### src/hdl/ptme_cfg.svh
// register offsets, field positions, reset values and mode codes of the timer
`ifndef PTME_CFG_SVH
`define PTME_CFG_SVH

// register offsets on the plain register port
`define PTME_OFS_COUNT 2'h0
`define PTME_OFS_PERIOD 2'h1
`define PTME_OFS_CTRL 2'h2
`define PTME_OFS_MODE 2'h3

// field positions
`define PTME_RUN_BIT 7
`define PTME_MODE_MSB 4

// reset values
`define PTME_RST_COUNT 8'h00
`define PTME_RST_PERIOD 8'hFF
`define PTME_RST_MODE 5'h00

// mode codes
`define PTME_M_SW_GATE 5'h00
`define PTME_M_GATE_HI 5'h01
`define PTME_M_GATE_LO 5'h02
`define PTME_M_LIM_ANY 5'h03
`define PTME_M_LIM_RISE 5'h04
`define PTME_M_LIM_FALL 5'h05
`define PTME_M_LVL_LO 5'h06
`define PTME_M_LVL_HI 5'h07
`define PTME_M_OS_SW 5'h08
`define PTME_M_OS_RISE 5'h09
`define PTME_M_OS_FALL 5'h0A
`define PTME_M_OS_ANY 5'h0B
`define PTME_M_OSL_RISE 5'h0C
`define PTME_M_OSL_FALL 5'h0D
`define PTME_M_OSV_LO 5'h0E
`define PTME_M_OSV_HI 5'h0F

`endif

### src/hdl/ptme_pkg.sv
// types shared by the period timer mode engine
package ptme_pkg;

    // whole state of the timer, registered as one word
    typedef struct packed {
        logic run;
        logic [4:0] mode;
        logic [7:0] period;
        logic [7:0] count;
        logic sync1;
        logic sync2;
        logic sync3;
        logic started;
        logic match;
        logic [7:0] rdata;
    } ptme_state_t;

endpackage

### src/hdl/ptme_timer.sv
// period timer mode engine: counter, mode decode and register port
//
// The plain strobed port and the placing of the registers were chosen for this implementation.
`timescale 1ns/1ps
`include "ptme_cfg.svh"

// Operation
// RULE1: software gate: count up each clock while run set, hold while clear
// RULE2: on period match the count goes to zero next clock and keeps counting
// RULE3: hardware gate pauses on high input (00001) or low input (00010)
// RULE4: edge limit modes clear count early on any, rising or falling edge
// RULE5: after an early edge reset, counting restarts two clocks later
// RULE6: level limit holds count reset at low (00110) or high (00111) level
// RULE7: level limit ignores the external signal while run is clear
// RULE8: level limit resets at period match or two clocks after active level
// RULE9: level limit resumes after match or two clocks after release
// RULE10: software one-shot clears count and run bit at period match
// RULE11: software one-shot pauses and resumes on run toggles, no restart
// RULE12: software restarts a one-shot only by setting run after it cleared
// RULE13: edge one-shot starts on selected edge after run set, clears run at match
// RULE14: edge one-shot needs a fresh edge after run is set again
// RULE15: edge limit one-shot starts on first edge, later edges reset count
// RULE16: edge limit one-shot ignores edges until run set, clears run at match
// RULE17: level-reset one-shot holds at reset level, starts on active edge
// RULE18: level-reset one-shot clears run at match, needs new edge to start
// RULE19: with run clear all internal state machines are held in reset
// RULE20: in one-shot modes the clock after match clears run, count stops at 0
// RULE21: external signal passes a two-flop synchroniser; edges come from it
module ptme_timer
    import ptme_pkg::*;
(
    input wire logic clk_in,
    input wire logic reset_in,
    input wire logic [1:0] addr_in,
    input wire logic [7:0] wdata_in,
    input wire logic wr_in,
    input wire logic rd_in,
    input wire logic ext_reset_signal_in,
    output logic [7:0] rdata_out,
    output logic [7:0] timer_count_out,
    output logic run_out,
    output logic period_match_out
);

    ptme_state_t q;
    ptme_state_t d;
    logic rise;
    logic fall;
    logic hit;
    logic adv;
    logic clr;
    logic oneshot;

    // true when the mode clears run at period match
    function automatic logic is_oneshot(input logic [4:0] m);
        is_oneshot = (m >= `PTME_M_OS_SW) && (m <= `PTME_M_OSV_HI);
    endfunction

    // edge qualifier: 0 any, 1 rising, 2 falling
    function automatic logic edge_sel(input logic [1:0] k, input logic r,
                                      input logic f);
        unique case (k)
            2'h1: edge_sel = r;
            2'h2: edge_sel = f;
            default: edge_sel = r | f;
        endcase
    endfunction

    // edges from the synchronised copy only
    assign rise = q.sync2 & ~q.sync3; // [RULE21]
    assign fall = ~q.sync2 & q.sync3; // [RULE21]
    assign hit = (q.count == q.period);

    // next state
    always_comb begin
        d = q;
        adv = 1'b0;
        clr = 1'b0;
        oneshot = is_oneshot(q.mode);
        d.match = 1'b0;
        d.rdata = 8'h00;
        // two-flop synchroniser, third flop for edges
        d.sync1 = ext_reset_signal_in; // [RULE21]
        d.sync2 = q.sync1;
        d.sync3 = q.sync2;
        if (!q.run) begin
            // count holds, start trackers reset, input ignored
            d.started = 1'b0; // [RULE19] [RULE7] [RULE14] [RULE18]
        end else begin
            unique case (q.mode)
                `PTME_M_SW_GATE, `PTME_M_OS_SW: begin
                    adv = 1'b1; // [RULE1] [RULE11]
                end
                `PTME_M_GATE_HI: begin
                    adv = ~q.sync2; // [RULE3]
                end
                `PTME_M_GATE_LO: begin
                    adv = q.sync2; // [RULE3]
                end
                `PTME_M_LIM_ANY, `PTME_M_LIM_RISE, `PTME_M_LIM_FALL: begin
                    // early clear, count resumes next clock
                    if (edge_sel(q.mode[1:0] + 2'h1, rise, fall)) begin
                        clr = 1'b1; // [RULE4] [RULE5]
                    end else begin
                        adv = 1'b1;
                    end
                end
                `PTME_M_LVL_LO: begin
                    clr = ~q.sync2; // [RULE6] [RULE8]
                    adv = q.sync2; // [RULE9]
                end
                `PTME_M_LVL_HI: begin
                    clr = q.sync2; // [RULE6] [RULE8]
                    adv = ~q.sync2; // [RULE9]
                end
                `PTME_M_OS_RISE, `PTME_M_OS_FALL, `PTME_M_OS_ANY: begin
                    if (q.started) begin
                        adv = 1'b1;
                    end else if (edge_sel(q.mode[1:0], rise, fall)) begin
                        d.started = 1'b1; // [RULE13]
                    end
                end
                `PTME_M_OSL_RISE, `PTME_M_OSL_FALL: begin
                    if (!q.started) begin
                        d.started = q.mode[0] ? fall : rise; // [RULE15] [RULE16]
                    end else if (q.mode[0] ? fall : rise) begin
                        clr = 1'b1; // [RULE15]
                    end else begin
                        adv = 1'b1;
                    end
                end
                `PTME_M_OSV_LO, `PTME_M_OSV_HI: begin
                    // reset level: low for 01110, high for 01111
                    if (q.sync2 == q.mode[0]) begin
                        clr = 1'b1; // [RULE17]
                    end else if (q.started) begin
                        adv = 1'b1;
                    end
                    if (q.mode[0] ? fall : rise) begin
                        d.started = 1'b1; // [RULE17]
                    end
                end
                default: begin
                    clr = 1'b1; // unsupported codes park at zero
                end
            endcase
        end
        // counter update
        if (clr) begin
            d.count = `PTME_RST_COUNT;
        end else if (adv) begin
            if (hit) begin
                d.count = `PTME_RST_COUNT; // [RULE2]
                d.match = 1'b1;
                if (oneshot) begin
                    d.run = 1'b0; // [RULE10] [RULE13] [RULE16] [RULE18] [RULE20]
                    d.started = 1'b0;
                end
            end else begin
                d.count = q.count + 8'h01; // [RULE1]
            end
        end
        // register writes; a run write wins over the hardware clear
        if (wr_in) begin
            unique case (addr_in)
                `PTME_OFS_COUNT: d.count = wdata_in;
                `PTME_OFS_PERIOD: d.period = wdata_in;
                `PTME_OFS_CTRL: d.run = wdata_in[`PTME_RUN_BIT]; // [RULE12]
                `PTME_OFS_MODE: d.mode = wdata_in[`PTME_MODE_MSB:0];
            endcase
        end
        // read data stands in the cycle after the strobe
        if (rd_in) begin
            unique case (addr_in)
                `PTME_OFS_COUNT: d.rdata = q.count;
                `PTME_OFS_PERIOD: d.rdata = q.period;
                `PTME_OFS_CTRL: d.rdata = {q.run, 7'h00};
                `PTME_OFS_MODE: d.rdata = {3'h0, q.mode};
            endcase
        end
    end

    // state register
    always_ff @(posedge clk_in or posedge reset_in) begin
        if (reset_in) begin
            q <= '0;
            q.period <= `PTME_RST_PERIOD;
            q.mode <= `PTME_RST_MODE;
            q.count <= `PTME_RST_COUNT;
        end else begin
            q <= d;
        end
    end

    // outputs straight from the state flops
    assign rdata_out = q.rdata;
    assign timer_count_out = q.count;
    assign run_out = q.run;
    assign period_match_out = q.match;

    // software gate advances by one
    a_sw_gate_count: assert property (@(posedge clk_in) disable iff (reset_in) // [RULE1]
        (q.run && q.mode == `PTME_M_SW_GATE && !hit && !wr_in)
        |=> (q.count == 8'($past(q.count) + 8'h01)))
        else $error("count did not advance in software gate");

    // period match wraps to zero; a zero period matches again at once
    a_period_wrap_zero: assert property (@(posedge clk_in) disable iff (reset_in) // [RULE2]
        (q.run && q.mode == `PTME_M_SW_GATE && hit && !wr_in)
        |=> (q.count == 8'h00)
        ##1 (q.count == 8'h01 || q.period == 8'h00 || !q.run || $past(wr_in)))
        else $error("count did not wrap at period");

    // hardware gate pauses on high input
    a_gate_pause_hi: assert property (@(posedge clk_in) disable iff (reset_in) // [RULE3]
        (q.run && q.mode == `PTME_M_GATE_HI && q.sync2 && !wr_in)
        |=> $stable(q.count))
        else $error("gate did not pause count");

    // rising edge limit clears the count
    a_edge_limit_clear: assert property (@(posedge clk_in) disable iff (reset_in) // [RULE4]
        (q.run && q.mode == `PTME_M_LIM_RISE && rise && !wr_in)
        |=> (q.count == 8'h00))
        else $error("edge did not clear count");

    // synchroniser delay of two clocks
    a_sync_two_clk: assert property (@(posedge clk_in) disable iff (reset_in) // [RULE21] [RULE5]
        ##2 (q.sync2 == $past(ext_reset_signal_in, 2)))
        else $error("synchroniser delay wrong");

    // level limit holds reset at high level
    a_level_reset_hi: assert property (@(posedge clk_in) disable iff (reset_in) // [RULE6]
        (q.run && q.mode == `PTME_M_LVL_HI && q.sync2 && !wr_in)
        |=> (q.count == 8'h00))
        else $error("level did not hold count reset");

    // external signal ignored while run clear
    a_level_run_off: assert property (@(posedge clk_in) disable iff (reset_in) // [RULE7]
        (!q.run && q.mode == `PTME_M_LVL_LO && !wr_in)
        |=> $stable(q.count))
        else $error("count moved while run clear");

    // one-shot match clears run and parks at zero
    a_oneshot_stop: assert property (@(posedge clk_in) disable iff (reset_in) // [RULE10] [RULE20]
        (q.run && q.mode == `PTME_M_OS_SW && hit && !wr_in)
        |=> (!q.run && q.count == 8'h00 && q.match))
        else $error("one-shot did not stop at match");

    // edge one-shot waits for its edge
    a_edge_wait: assert property (@(posedge clk_in) disable iff (reset_in) // [RULE13] [RULE14]
        (q.mode == `PTME_M_OS_RISE && !q.started && !wr_in)
        |=> $stable(q.count))
        else $error("edge one-shot counted without edge");

    // run clear drops the start tracker
    a_run_clear_idle: assert property (@(posedge clk_in) disable iff (reset_in) // [RULE19]
        (!q.run && !(wr_in && addr_in == `PTME_OFS_CTRL)) |=> !q.started)
        else $error("state not reset while run clear");

    // hardware gate pauses on low input
    a_gate_pause_lo: assert property (@(posedge clk_in) disable iff (reset_in) // [RULE3]
        (q.run && q.mode == `PTME_M_GATE_LO && !q.sync2 && !wr_in)
        |=> $stable(q.count))
        else $error("low gate did not pause count");

    // level limit holds reset at low level
    a_level_reset_lo: assert property (@(posedge clk_in) disable iff (reset_in) // [RULE6] [RULE8]
        (q.run && q.mode == `PTME_M_LVL_LO && !q.sync2 && !wr_in)
        |=> (q.count == 8'h00))
        else $error("low level did not hold count reset");

    // level limit counts once the reset level is released
    a_level_resume: assert property (@(posedge clk_in) disable iff (reset_in) // [RULE9]
        (q.run && q.mode == `PTME_M_LVL_HI && !q.sync2 && !hit && !wr_in)
        |=> (q.count == 8'($past(q.count) + 8'h01)))
        else $error("level limit did not resume counting");

    // software one-shot holds its count while run is clear
    a_oneshot_pause: assert property (@(posedge clk_in) disable iff (reset_in) // [RULE11]
        (!q.run && q.mode == `PTME_M_OS_SW && !wr_in)
        |=> ($stable(q.count) && !q.run))
        else $error("one-shot count moved while paused");

    // edge one-shot arms on its rising edge
    a_edge_start: assert property (@(posedge clk_in) disable iff (reset_in) // [RULE13]
        (q.run && q.mode == `PTME_M_OS_RISE && !q.started && rise)
        |=> q.started)
        else $error("edge one-shot did not start on edge");

    // later edges in limit one-shot clear the count
    a_limit_shot_clear: assert property (@(posedge clk_in) disable iff (reset_in) // [RULE15]
        (q.run && q.mode == `PTME_M_OSL_RISE && q.started && rise && !wr_in)
        |=> (q.count == 8'h00))
        else $error("limit one-shot edge did not clear count");

    // level-reset one-shot holds zero at the reset level
    a_level_shot_hold: assert property (@(posedge clk_in) disable iff (reset_in) // [RULE17]
        (q.run && q.mode == `PTME_M_OSV_LO && !q.sync2 && !wr_in)
        |=> (q.count == 8'h00))
        else $error("level one-shot did not hold count reset");

    // any one-shot match drops run and the start tracker
    a_shot_stop: assert property (@(posedge clk_in) disable iff (reset_in) // [RULE18] [RULE20]
        (q.run && is_oneshot(q.mode) && adv && !clr && hit
            && !(wr_in && addr_in == `PTME_OFS_CTRL)) |=> (!q.run && !q.started))
        else $error("one-shot match did not stop");

endmodule // ptme_timer

### config.mk
export PLATFORM = sky130hd
export DESIGN_NAME = ptme_timer
export DESIGN_NICKNAME = d
export VERILOG_FILES = /design/src/hdl/ptme_pkg.sv /design/src/hdl/ptme_timer.sv
export VERILOG_INCLUDE_DIRS = /design/src /design/src/hdl
export SDC_FILE = /design/constraint.sdc
export NUM_CORES = 1
export LEC_CHECK = 0
export ABC_AREA = 1
export BUFFER_PORTS_ARGS = -buffer_cell sky130_fd_sc_hd__buf_4
export CORE_MARGIN = 1.5
export CORE_UTILIZATION = 45
export CTS_BUF_LIST = sky130_fd_sc_hd__clkbuf_8
export DETAILED_ROUTE_END_ITERATION = 10
export GPL_ROUTABILITY_DRIVEN = 0
export PLACE_DENSITY = 0.7
export SYNTH_ARGS = -nofsm -noshare
export SYNTH_HDL_FRONTEND = slang
export SYNTH_SLANG_ARGS = --single-unit
### constraint.sdc
create_clock -name clk_in -period 2.2 [get_ports clk_in]
set_clock_uncertainty 0.05 [all_clocks]
set_input_delay 0.22 -clock clk_in [delete_from_list [all_inputs] [get_ports clk_in]]
set_output_delay 0.22 -clock clk_in [all_outputs]
set_load 0.02 [all_outputs]
# Yosys cells after proc, flatten, opt, wreduce, memory -nomap -nowiden
# Index checks and enable logic that the tools add are counted.
# op_classes
magnitude_cmp,2
n_eq_ne,24
n_bitwise,5
reduce_logical,13
muxes,45
addsub,2
# ops
operator,n
2-to-1 mux 8 bit,6
"== test 5 x 4 -> 1 bit, second input constant",8
one-hot mux 8 bit (4 select lines),1
2-to-1 mux 1 bit,28
2-to-1 mux 22 bit,1
"== test 5 x 3 -> 1 bit, second input constant",4
"== test 5 x 2 -> 1 bit, second input constant",2
OR reduction 2 bit,5
"adder 8 x 1 -> 8 bit, second input constant",1
"== test 2 bit, second input constant",4
== test 8 bit,1
one-hot mux 1 bit (7 select lines),1
OR reduction 7 bit,1
"== test 2 x 1 -> 1 bit, second input constant",3
2-to-1 mux 2 bit,3
one-hot mux 1 bit (6 select lines),1
OR reduction 3 bit,2
"== test 5 x 1 -> 1 bit, second input constant",1
">= comparator 5 x 4 -> 1 bit, second input constant",1
"less-or-equal comparator 5 x 4 -> 1 bit, second input constant",1
zero test 5 bit,1
2-to-1 mux 5 bit,1
one-hot mux 1 bit (2 select lines),2
AND reduction 2 bit,2
other kinds (8),10
# totals
in_bits,15
ff_bits,35

# Depth between registers and ports, before layout
# Gate-level depths: netlist (run 1).
# depth
ltp_word,15
ltp_mapped,15
ltp_nobuf,14

# Least setup slack after synthesis (run 1)
# OpenSTA, ideal clock, no wires.
# synth_path
path_type,reg2reg
start,register q[29] in the netlist's numbering
end,"register q, in the netlist timer_count_out[6]"
required_time_ps,2033
path_stages_with_launch,14
arrival_ps,1702
slack_ps,330
synth_period_minus_slack_ps,1870
path_cell_list,dfrtp_1 inv_1 ha_1 nor2_1 nand2_1 nand2_1 a21oi_1 nor2_2 nand2_4 buf_8 nand3_2 nand2_1 nand3_1 nand2_1
# synth_rtl
element,line_no,rtl
start: declaration,ptme_timer.sv:45,ptme_state_t q;

==> results of run 1 <==
-- through the flow --
step                setup slack [ps]  hold WS, ps  cell area [sq um]  utilization [%]
finish                           192         84.8               2640             52.1
global route                  -0.109          101               2640             52.1
CTS                             43.9         78.9               2630             51.8
detailed placement              62.8          281               2530             49.8
global placement                 169          280               2530             49.8
floorplan                        330          201               2350                -
-- logic make-up after synthesis --
group | count (synthesis) | share of synthesized area, %
and+or+nand+nor | 176 | 33.4
buffers and inverters | 62 | 13.6
DFF | 35 | 37.7
AOI/OAI and AO/OA | 32 | 8.40
adders and majority gates | 7 | 3.72
xor gates and xnor gates | 6 | 2.23
muxes | 2 | 0.957
-- final cells by class --
| cell class | count | area (sq um) | share of cell area (%) |
|---|---|---|---|
| multi-input combinational | 223 | 1150 | 43.5 |
| sequential | 35 | 887 | 33.6 |
| timing repair buffer | 38 | 290 | 11.0 |
| inverter | 39 | 146 | 5.54 |
| tap | 70 | 87.6 | 3.31 |
| clock buffer | 5 | 68.8 | 2.60 |
| clock inverter | 3 | 12.5 | 0.473 |
-- worst max-delay path by stage --
stage / slack (ps) / depth (start not counted) / startpoint / end
floorplan: 330 / 13 / q[29] / timer_count_out[6]
global placement: 170 / 12 / q[29] / timer_count_out[7]
detailed placement: 60 / 12 / q[29] / timer_count_out[0]
CTS: 40 / 12 / q[29] / timer_count_out[1]
global route: -0.1 / 12 / q[29] / timer_count_out[7]
finish: 190 / 13 / d[10] / timer_count_out[3]
-- Yosys cell counts, types with 4 or more instances --
library cell / number / area share [%]
nand2_1: 98 / 16
inv_1: 37 / 5.9
nand3_1: 34 / 7.2
dfrtp_1: 27 / 29
nor2_1: 24 / 3.8
buf_4: 18 / 5.7
o21ai_0: 12 / 2.6
a21oi_1: 11 / 2.3
dfstp_2: 8 / 8.9
ha_1: 7 / 3.7
xnor2_1: 6 / 2.2
o221ai_1: 5 / 1.9
nand3_2: 4 / 1.7
-- worst reg2reg max path: cells and delay by family, from the launching register on --
kind | cells | cell delay [ps]
compound gates | 1 | 240
fa+ha+maj | 1 | 230
buf+inv | 2 | 240
flops | 1 | 450
simple gates | 9 | 730
-- sequential cells by signal (all words and copies together) (netlist names) --
signal and flops:
d 2, run_out 1, q 15, period_match_out 1, rdata_out 8, timer_count_out 8
-- power by group --
group	switching [mW]	internal (mW)	total, mW
Combinational	0.498	0.353	0.851
Sequential	0.178	0.770	0.949
Clock	0.234	0.213	0.447
Total	0.911	1.34	2.25
-- routing by layer --
layer	track usage [%]	up-vias
li1	-	1047
met1	26.4	969
met2	34.3	47
met3	3.57	8
met4	7.74	0
met5	0	-
-- what timing repair did --
action / in CTS / in global routing
hold endpoints to repair: 16 / 0
setup buffers: 0 / 1
endpoints found under the setup margin: 0 / 11
hold buffers: 2 / 0
gates resized for setup: 0 / 3
==> impl_metrics.py, run 1 <==
metrics = {
    "route": {
        "top_layer_used": "met4",
        "wl_microns": 5340,
        "wl_met2_microns": 2680,
        "dr.pass1.iters": 4,
        "detail_route.wl_per_cell_microns": 12.9,
        "wl_met1_microns": 2390,
        "first_iter_violations": 102,
        "remaining_drc_errors": 0,
        "ant_nets": 0,
        "vias_per_cell": 5.01,
        "vias": 2071,
        "met3_length_microns": 177,
    },
    "die": {
        "io_pins": 33,
        "die_area_sq_um": 5670,
        "dieHeight_microns": 75.3,
        "core_area_sq_um": 5070,
        "start_util_pct": 46.4,
        "die_width_microns": 75.3,
        "rows": 26,
    },
    "global_routing": {
        "grt_pass1_wl_microns": 8600,
        "track_usage_pct": 20.4,
        "grt_overflow": 0,
        "grt_max_degree": 36,
        "grt_pass1_vias": 1868,
        "antenna_found_initial": 0,
    },
    "final_layout": {
        "final_cell_mix": "97 x nand2_1, 39 x inv_1, 36 x buf_4",
        "fill_cells": 519,
        "diodes": 0,
        "final_common_cell": "nand2_1",
        "instances_no_fill": 413,
        "drive_gt1_share_pct": 20.7,
        "layout.nets": 364,
        "area_delta_synth_final_pct": 12.4,
    },
    "worst_setup_path": {
        "crit_slowest_cell": "dfrtp_1",
        "crit_required_ps": 2380,
        "path_buf_inv": 2,
        "crit_path_max_incr_delay_ps": 450,
        "worstPathMaxFanout": 8,
        "startpoint_type": "register",
        "critPathTopFamily": "simple AND/OR/NAND/NOR gates",
        "worstRegToRegCells": 13,
        "worst-setup-path-type": "reg2reg",
        "critical_path.most_common_cell": "nand2_1",
        "worstSetupEndpointType": "register",
        "reg2reg_from": "d[10]",
        "reg2reg_slack_ps": 190,
        "cp_cell_sequence": "inv_1 > ha_1 > inv_1 > nand2_1 > nand2_1 > nor2_1 > nand2_1 > nand3_2 > nor2_4 > nand2_2 > a21oi_4 > nand3_1 > nand2_1",
        "r2r-end": "timer_count_out[3]",
        "crit_arrival_ps": 2190,
    },
    "synthesis": {
        "async_flop_share_pct": 100,
        "yosysWarnings": 0,
        "syn_nets": 342,
        "syn_area_sq_um": 2350,
        "synth_edf_count": 0,
        "syn_area_per_cell_sq_um": 7.35,
        "ys.flop_type": "dfrtp_1",
        "synth-seq-cells": 35,
        "synth_cell_type_count": 32,
        "synth_cells": 320,
        "synth-seq-area-share_pct": 37.7,
    },
    "placement": {
        "portBuffers": 32,
        "placed_cells": 402,
        "hpwl_microns": 4000,
    },
    "clocking": {
        "cts_tree": "built",
        "path_clk_slew_ps": 70,
        "root_buffer": "clkbuf_8",
        "cts_made_buffers": 5,
        "cts_buffer_depth": 2,
        "clock-sinks": 35,
        "clock_latency_ps": 290,
        "htreeDepth": 2,
    },
    "status": {
        "status": "completed",
    },
    "sta": {
        "fin_crit_sh_pct": 91.3,
        "finalHoldViolCount": 0,
        "maxSlewHeadroom_pct": 56.5,
        "setup_viol": 0,
        "fmax_mhz": 498,
        "tns_ps": 0,
        "post-route-min-period_ps": 2010,
        "drv_slew": 0,
        "worst_pin_slew_ps": 652,
    },
    "min_path": {
        "whs_path_depth": 3,
        "hold_path_end": "timer_count_out[4]",
        "hold_path.class": "in2reg",
        "min-delay-start": "wdata_in[4]",
    },
    "run": {
        "maxCapViolations": 0,
    },
    "pwr": {
        "p_total_mw": 2.25,
        "powerDensity_nw_per_um2": 850,
        "irDropWorstVdd_uv": 453,
        "power_leakage_nw": 1.39,
    },
}
Note: power is estimated with default switching activity, not from simulation.
==> run 2, diff against run 1 <==
--- a/config.mk
+++ b/config.mk
@@ -13,7 +13,8 @@
 export CTS_BUF_LIST = sky130_fd_sc_hd__clkbuf_8
 export DETAILED_ROUTE_END_ITERATION = 10
 export GPL_ROUTABILITY_DRIVEN = 0
-export PLACE_DENSITY = 0.7
+export PLACE_DENSITY = 0.66
+export SLEW_MARGIN = 20
 export SYNTH_ARGS = -nofsm -noshare
 export SYNTH_HDL_FRONTEND = slang
 export SYNTH_SLANG_ARGS = --single-unit
==> impl_metrics.py, run 2 (synthesis results as in run 1) <==
metrics = {
    "worst_setup_path": {
        "reg2reg_slack_ps": 180,
        "worstRegToRegCells": 11,
        "worstPathMaxFanout": 9,
        "crit_required_ps": 2380,
        "worst-setup-path-type": "reg2reg",
        "crit_arrival_ps": 2200,
        "worstSetupEndpointType": "register",
        "startpoint_type": "register",
    },
    "route": {
        "detail_route.wl_per_cell_microns": 12.8,
        "dr.pass1.iters": 5,
        "vias_per_cell": 4.99,
        "ant_nets": 0,
        "first_iter_violations": 106,
        "remaining_drc_errors": 0,
        "vias": 2051,
        "wl_microns": 5270,
    },
    "clocking": {
        "htreeDepth": 2,
        "cts_made_buffers": 5,
        "root_buffer": "clkbuf_8",
        "path_clk_slew_ps": 70,
        "clock_latency_ps": 290,
        "clock-sinks": 35,
        "post_cts_buffers": 0,
        "cts_tree": "built",
        "cts_buffer_depth": 2,
    },
    "global_routing": {
        "grt_pass1_vias": 1895,
        "grt_overflow": 0,
        "grt_max_degree": 36,
        "track_usage_pct": 21.2,
        "antenna_found_initial": 0,
        "grt_pass1_wl_microns": 8960,
    },
    "final_layout": {
        "drive_gt1_share_pct": 22.0,
        "area_delta_synth_final_pct": 13.4,
        "fill_cells": 507,
        "instances_no_fill": 411,
        "regMostFlops": "q",
        "largest_reg_flops": 15,
        "layout.nets": 362,
        "final_common_cell": "nand2_1",
        "final_cell_mix": "97 x nand2_1, 37 x inv_1, 35 x buf_4",
        "diodes": 0,
        "utilization_pct": 52.6,
    },
    "placement": {
        "hpwl_microns": 3990,
        "placed_cells": 402,
        "portBuffers": 32,
    },
    "sta": {
        "post-route-min-period_ps": 2020,
        "fin_crit_sh_pct": 91.7,
        "finalHoldViolCount": 27,
        "drv_slew": 0,
        "setup_viol": 0,
        "maxSlewHeadroom_pct": 54.9,
        "worst_pin_slew_ps": 676,
        "whs_ps": -21.5,
        "fmax_mhz": 496,
    },
    "die": {
        "io_pins": 33,
        "start_util_pct": 46.4,
        "die_area_sq_um": 5670,
        "dieHeight_microns": 75.3,
        "rows": 26,
        "die_width_microns": 75.3,
        "core_area_sq_um": 5070,
    },
    "pwr": {
        "irDropWorstVdd_uv": 536,
        "powerDensity_nw_per_um2": 897,
        "power_leakage_nw": 1.39,
    },
    "run": {
        "maxCapViolations": 0,
    },
    "min_path": {
        "hold_path.class": "in2async",
    },
    "status": {
        "status": "finished, violations left",
        "violations": "hold timing",
    },
}
## run 2: cell count changes in the layout (fill, tap and decap cells not counted), sizes merged
cell / before / now
bufinv: 0 / 1
inv: 40 / 38
dlygate4sd3: 2 / 1
clkbuf: 5 / 6
buf: 36 / 35
## run 2: worst paths after layout
| check | startpoint | endpoint |
|---|---|---|
| max in group asynchronous | reset_in | q[28] |
| min in group clk_in | wdata_in[4] | timer_count_out[4] |
| setup reg to reg | q[29] | timer_count_out[4] |
| hold / removal | reset_in | rdata_out[0] |
| setup / recovery | q[29] | timer_count_out[4] |
| hold reg to reg | d[11] | d[10] |
## run 2: routing by layer
| layer | part of all wire, % | track usage, % | wire length (microns) | up-vias |
|---|---|---|---|---|
| li1 | - | - | - | 1044 |
| met4 | 2.1 | 7.94 | 111 | 0 |
| met1 | 46 | 28.9 | 2400 | 940 |
| met3 | 4.8 | 4.50 | 255 | 11 |
| met5 | 0 | 0 | 0 | - |
| met2 | 47 | 33.3 | 2500 | 56 |
## run 2: power breakdown
part	internal (mW)	switching, mW
logic	0.348	0.497
registers	0.771	0.179
clock network	0.366	0.232
total	1.49	0.908
## run 2: area by class of cell
type | count | area [sq um] | area share (%)
clock inverter | 2 | 35.0 | 1.31
multi-input combinational | 223 | 1150 | 43.2
inverter | 39 | 146 | 5.49
tap | 70 | 87.6 | 3.28
timing repair buffer | 36 | 273 | 10.2
sequential | 35 | 890 | 33.3
clock buffer | 6 | 82.6 | 3.10
## run 2: critical path: stages (launching register included)
cell	delay, ps
dfrtp_2	450
inv_1	130
ha_1	270
nor2_2	170
nor2_1	80
nand2_1	80
nand3_2	80
nor2_4	100
nand2_2	80
a21oi_4	270
nand3_1	120
nand2_1	70
## run 2: through the flow
step	setup slack [ps]	hold slack (ps)	area [sq um]	total power [mW]	setup TNS [ps]
floorplan	330	201	2350	1.63	0
global placement	158	280	2530	1.79	0
detailed placement	45.2	282	2530	1.80	0
CTS	30.1	0.175	2660	2.41	0
global route	-4.65	14.2	2670	2.56	-4.65
finish	183	-21.5	2670	2.39	0
## run 2: timing repair
action	in CTS	in global routing
setup endpoints to repair	0	11
hold buffers	1	0
resized for setup	0	6
hold endpoints to repair	1	0
==> run 3, diff against run 2 <==
--- a/config.mk
+++ b/config.mk
@@ -7,13 +7,14 @@
 export NUM_CORES = 1
 export LEC_CHECK = 0
 export ABC_AREA = 1
-export BUFFER_PORTS_ARGS = -buffer_cell sky130_fd_sc_hd__buf_4
+export CAP_MARGIN = 20
 export CORE_MARGIN = 1.5
 export CORE_UTILIZATION = 45
 export CTS_BUF_LIST = sky130_fd_sc_hd__clkbuf_8
 export DETAILED_ROUTE_END_ITERATION = 10
+export DONT_BUFFER_PORTS = 1
 export GPL_ROUTABILITY_DRIVEN = 0
-export PLACE_DENSITY = 0.66
+export PLACE_DENSITY = 0.61
 export SLEW_MARGIN = 20
 export SYNTH_ARGS = -nofsm -noshare
 export SYNTH_HDL_FRONTEND = slang
==> impl_metrics.py, run 3 (synthesis results as in run 1) <==
metrics = {
    "clocking": {
        "clock_latency_ps": 280,
        "cts_tree": "built",
        "clock-sinks": 35,
        "cts_buffer_depth": 2,
        "root_buffer": "clkbuf_8",
        "cts_made_buffers": 5,
        "path_clk_slew_ps": 70,
        "htreeDepth": 2,
    },
    "worst_setup_path": {
        "worst-setup-path-type": "reg2reg",
        "crit_required_ps": 2370,
        "crit_arrival_ps": 2150,
        "path_buf_inv": 2,
        "critical_path.most_common_cell": "nand2_1",
        "crit_path_max_incr_delay_ps": 420,
        "crit_slowest_cell": "dfrtp_1",
        "startpoint_type": "register",
        "critPathTopFamily": "simple AND/OR/NAND/NOR gates",
        "cp_cell_sequence": "inv_1 > ha_1 > inv_1 > nand2_1 > nand2_1 > nor2_1 > nand2_1 > nand3_2 > nor2_4 > nand2_2 > a21oi_4 > nand3_1 > nand2_1",
        "worstPathMaxFanout": 8,
        "worstSetupEndpointType": "register",
    },
    "sta": {
        "tns_ps": 0,
        "worst_pin_slew_ps": 666,
        "post-route-min-period_ps": 1980,
        "finalHoldViolCount": 0,
        "fmax_mhz": 506,
        "whs_ps": 3.70,
        "drv_slew": 0,
        "setup_slack_ps": 224,
        "maxSlewHeadroom_pct": 55.6,
        "setup_viol": 0,
        "fin_crit_sh_pct": 89.8,
    },
    "global_routing": {
        "grt_pass1_wl_microns": 8850,
        "grt_overflow": 0,
        "antenna_found_initial": 0,
        "track_usage_pct": 21.1,
        "grt_max_degree": 36,
        "grt_pass1_vias": 1825,
    },
    "final_layout": {
        "final_cell_mix": "97 x nand2_1, 39 x inv_1, 34 x nand3_1",
        "layout.nets": 339,
        "area_delta_synth_final_pct": 4.57,
        "diodes": 0,
        "largest_reg_flops": 15,
        "instances_no_fill": 387,
        "regMostFlops": "q",
        "drive_gt1_share_pct": 13.6,
        "final_common_cell": "nand2_1",
        "final_area_sq_um": 2460,
    },
    "die": {
        "core_area_sq_um": 5070,
        "dieHeight_microns": 75.3,
        "rows": 26,
        "die_area_sq_um": 5670,
        "io_pins": 33,
        "die_width_microns": 75.3,
        "start_util_pct": 46.4,
    },
    "min_path": {
        "hold_path.class": "in2reg",
    },
    "placement": {
        "placed_cells": 374,
        "hpwl_microns": 4070,
        "portBuffers": 0,
        "place_area_sq_um": 2320,
        "dp_worst_setup_slack_ps": 59.7,
    },
    "route": {
        "remaining_drc_errors": 0,
        "wl_microns": 5380,
        "detail_route.wl_per_cell_microns": 13.9,
        "vias": 1970,
        "dr.pass1.iters": 4,
        "vias_per_cell": 5.09,
        "first_iter_violations": 81,
        "ant_nets": 0,
    },
    "status": {
        "status": "completed",
    },
    "pwr": {
        "irDropWorstVdd_uv": 391,
        "power_leakage_nw": 1.26,
        "powerDensity_nw_per_um2": 875,
    },
    "run": {
        "maxCapViolations": 0,
    },
}
[run 3: layout make-up]
cell class	instances	area, sq um
Clock inverter	2	7.51
Clock buffer	5	68.8
Timing Repair Buffer	13	110
Fill cell	541	2620
Multi-Input combinational cell	223	1150
Tap cell	70	87.6
Inverter	39	146
Sequential cell	35	888
[run 3: per-layer routing]
metal	vias up	GRT usage [%]	wire length, microns
met3	5	5.42	382
met5	-	0	0
met1	913	29.8	2470
met2	52	32.2	2470
met4	0	5.95	56
li1	1000	-	-
[run 3: path summary, 6_finish.rpt]
check | end | slack, ps | cells past startpoint | start
max | timer_count_out[7] | 220 | 13 | d[10]
min | timer_count_out[6] | 4 | 2 | wdata_in[6]
max reg2reg | timer_count_out[7] | 220 | 13 | d[10]
min reg2reg | d[10] | 310 | 0 | d[11]
max in group asynchronous | q[27] | 1320 | 3 | reset_in
min in group asynchronous | rdata_out[0] | 430 | 3 | reset_in
[run 3: power breakdown]
part / total, mW / internal [mW] / switching [mW]
registers: 0.997 / 0.770 / 0.227
clock network: 0.434 / 0.209 / 0.226
logic: 0.722 / 0.288 / 0.434
total: 2.15 / 1.27 / 0.886
[run 3: stage by stage]
stage                     utilization [%]  total power [mW]
after global routing                 48.5              2.32
final                                48.5              2.15
after floorplan                         -              1.63
after detailed placement             45.7              1.71
after global placement               45.7              1.70
after CTS                            48.2              2.15
[run 3: timing repair]
| action | CTS | global route |
|---|---|---|
| setup buffers | 0 | 1 |
| gates resized for setup | 0 | 4 |
| setup endpoints to repair | 0 | 11 |
| endpoints found under the hold margin | 31 | 0 |
| hold buffers | 5 | 0 |
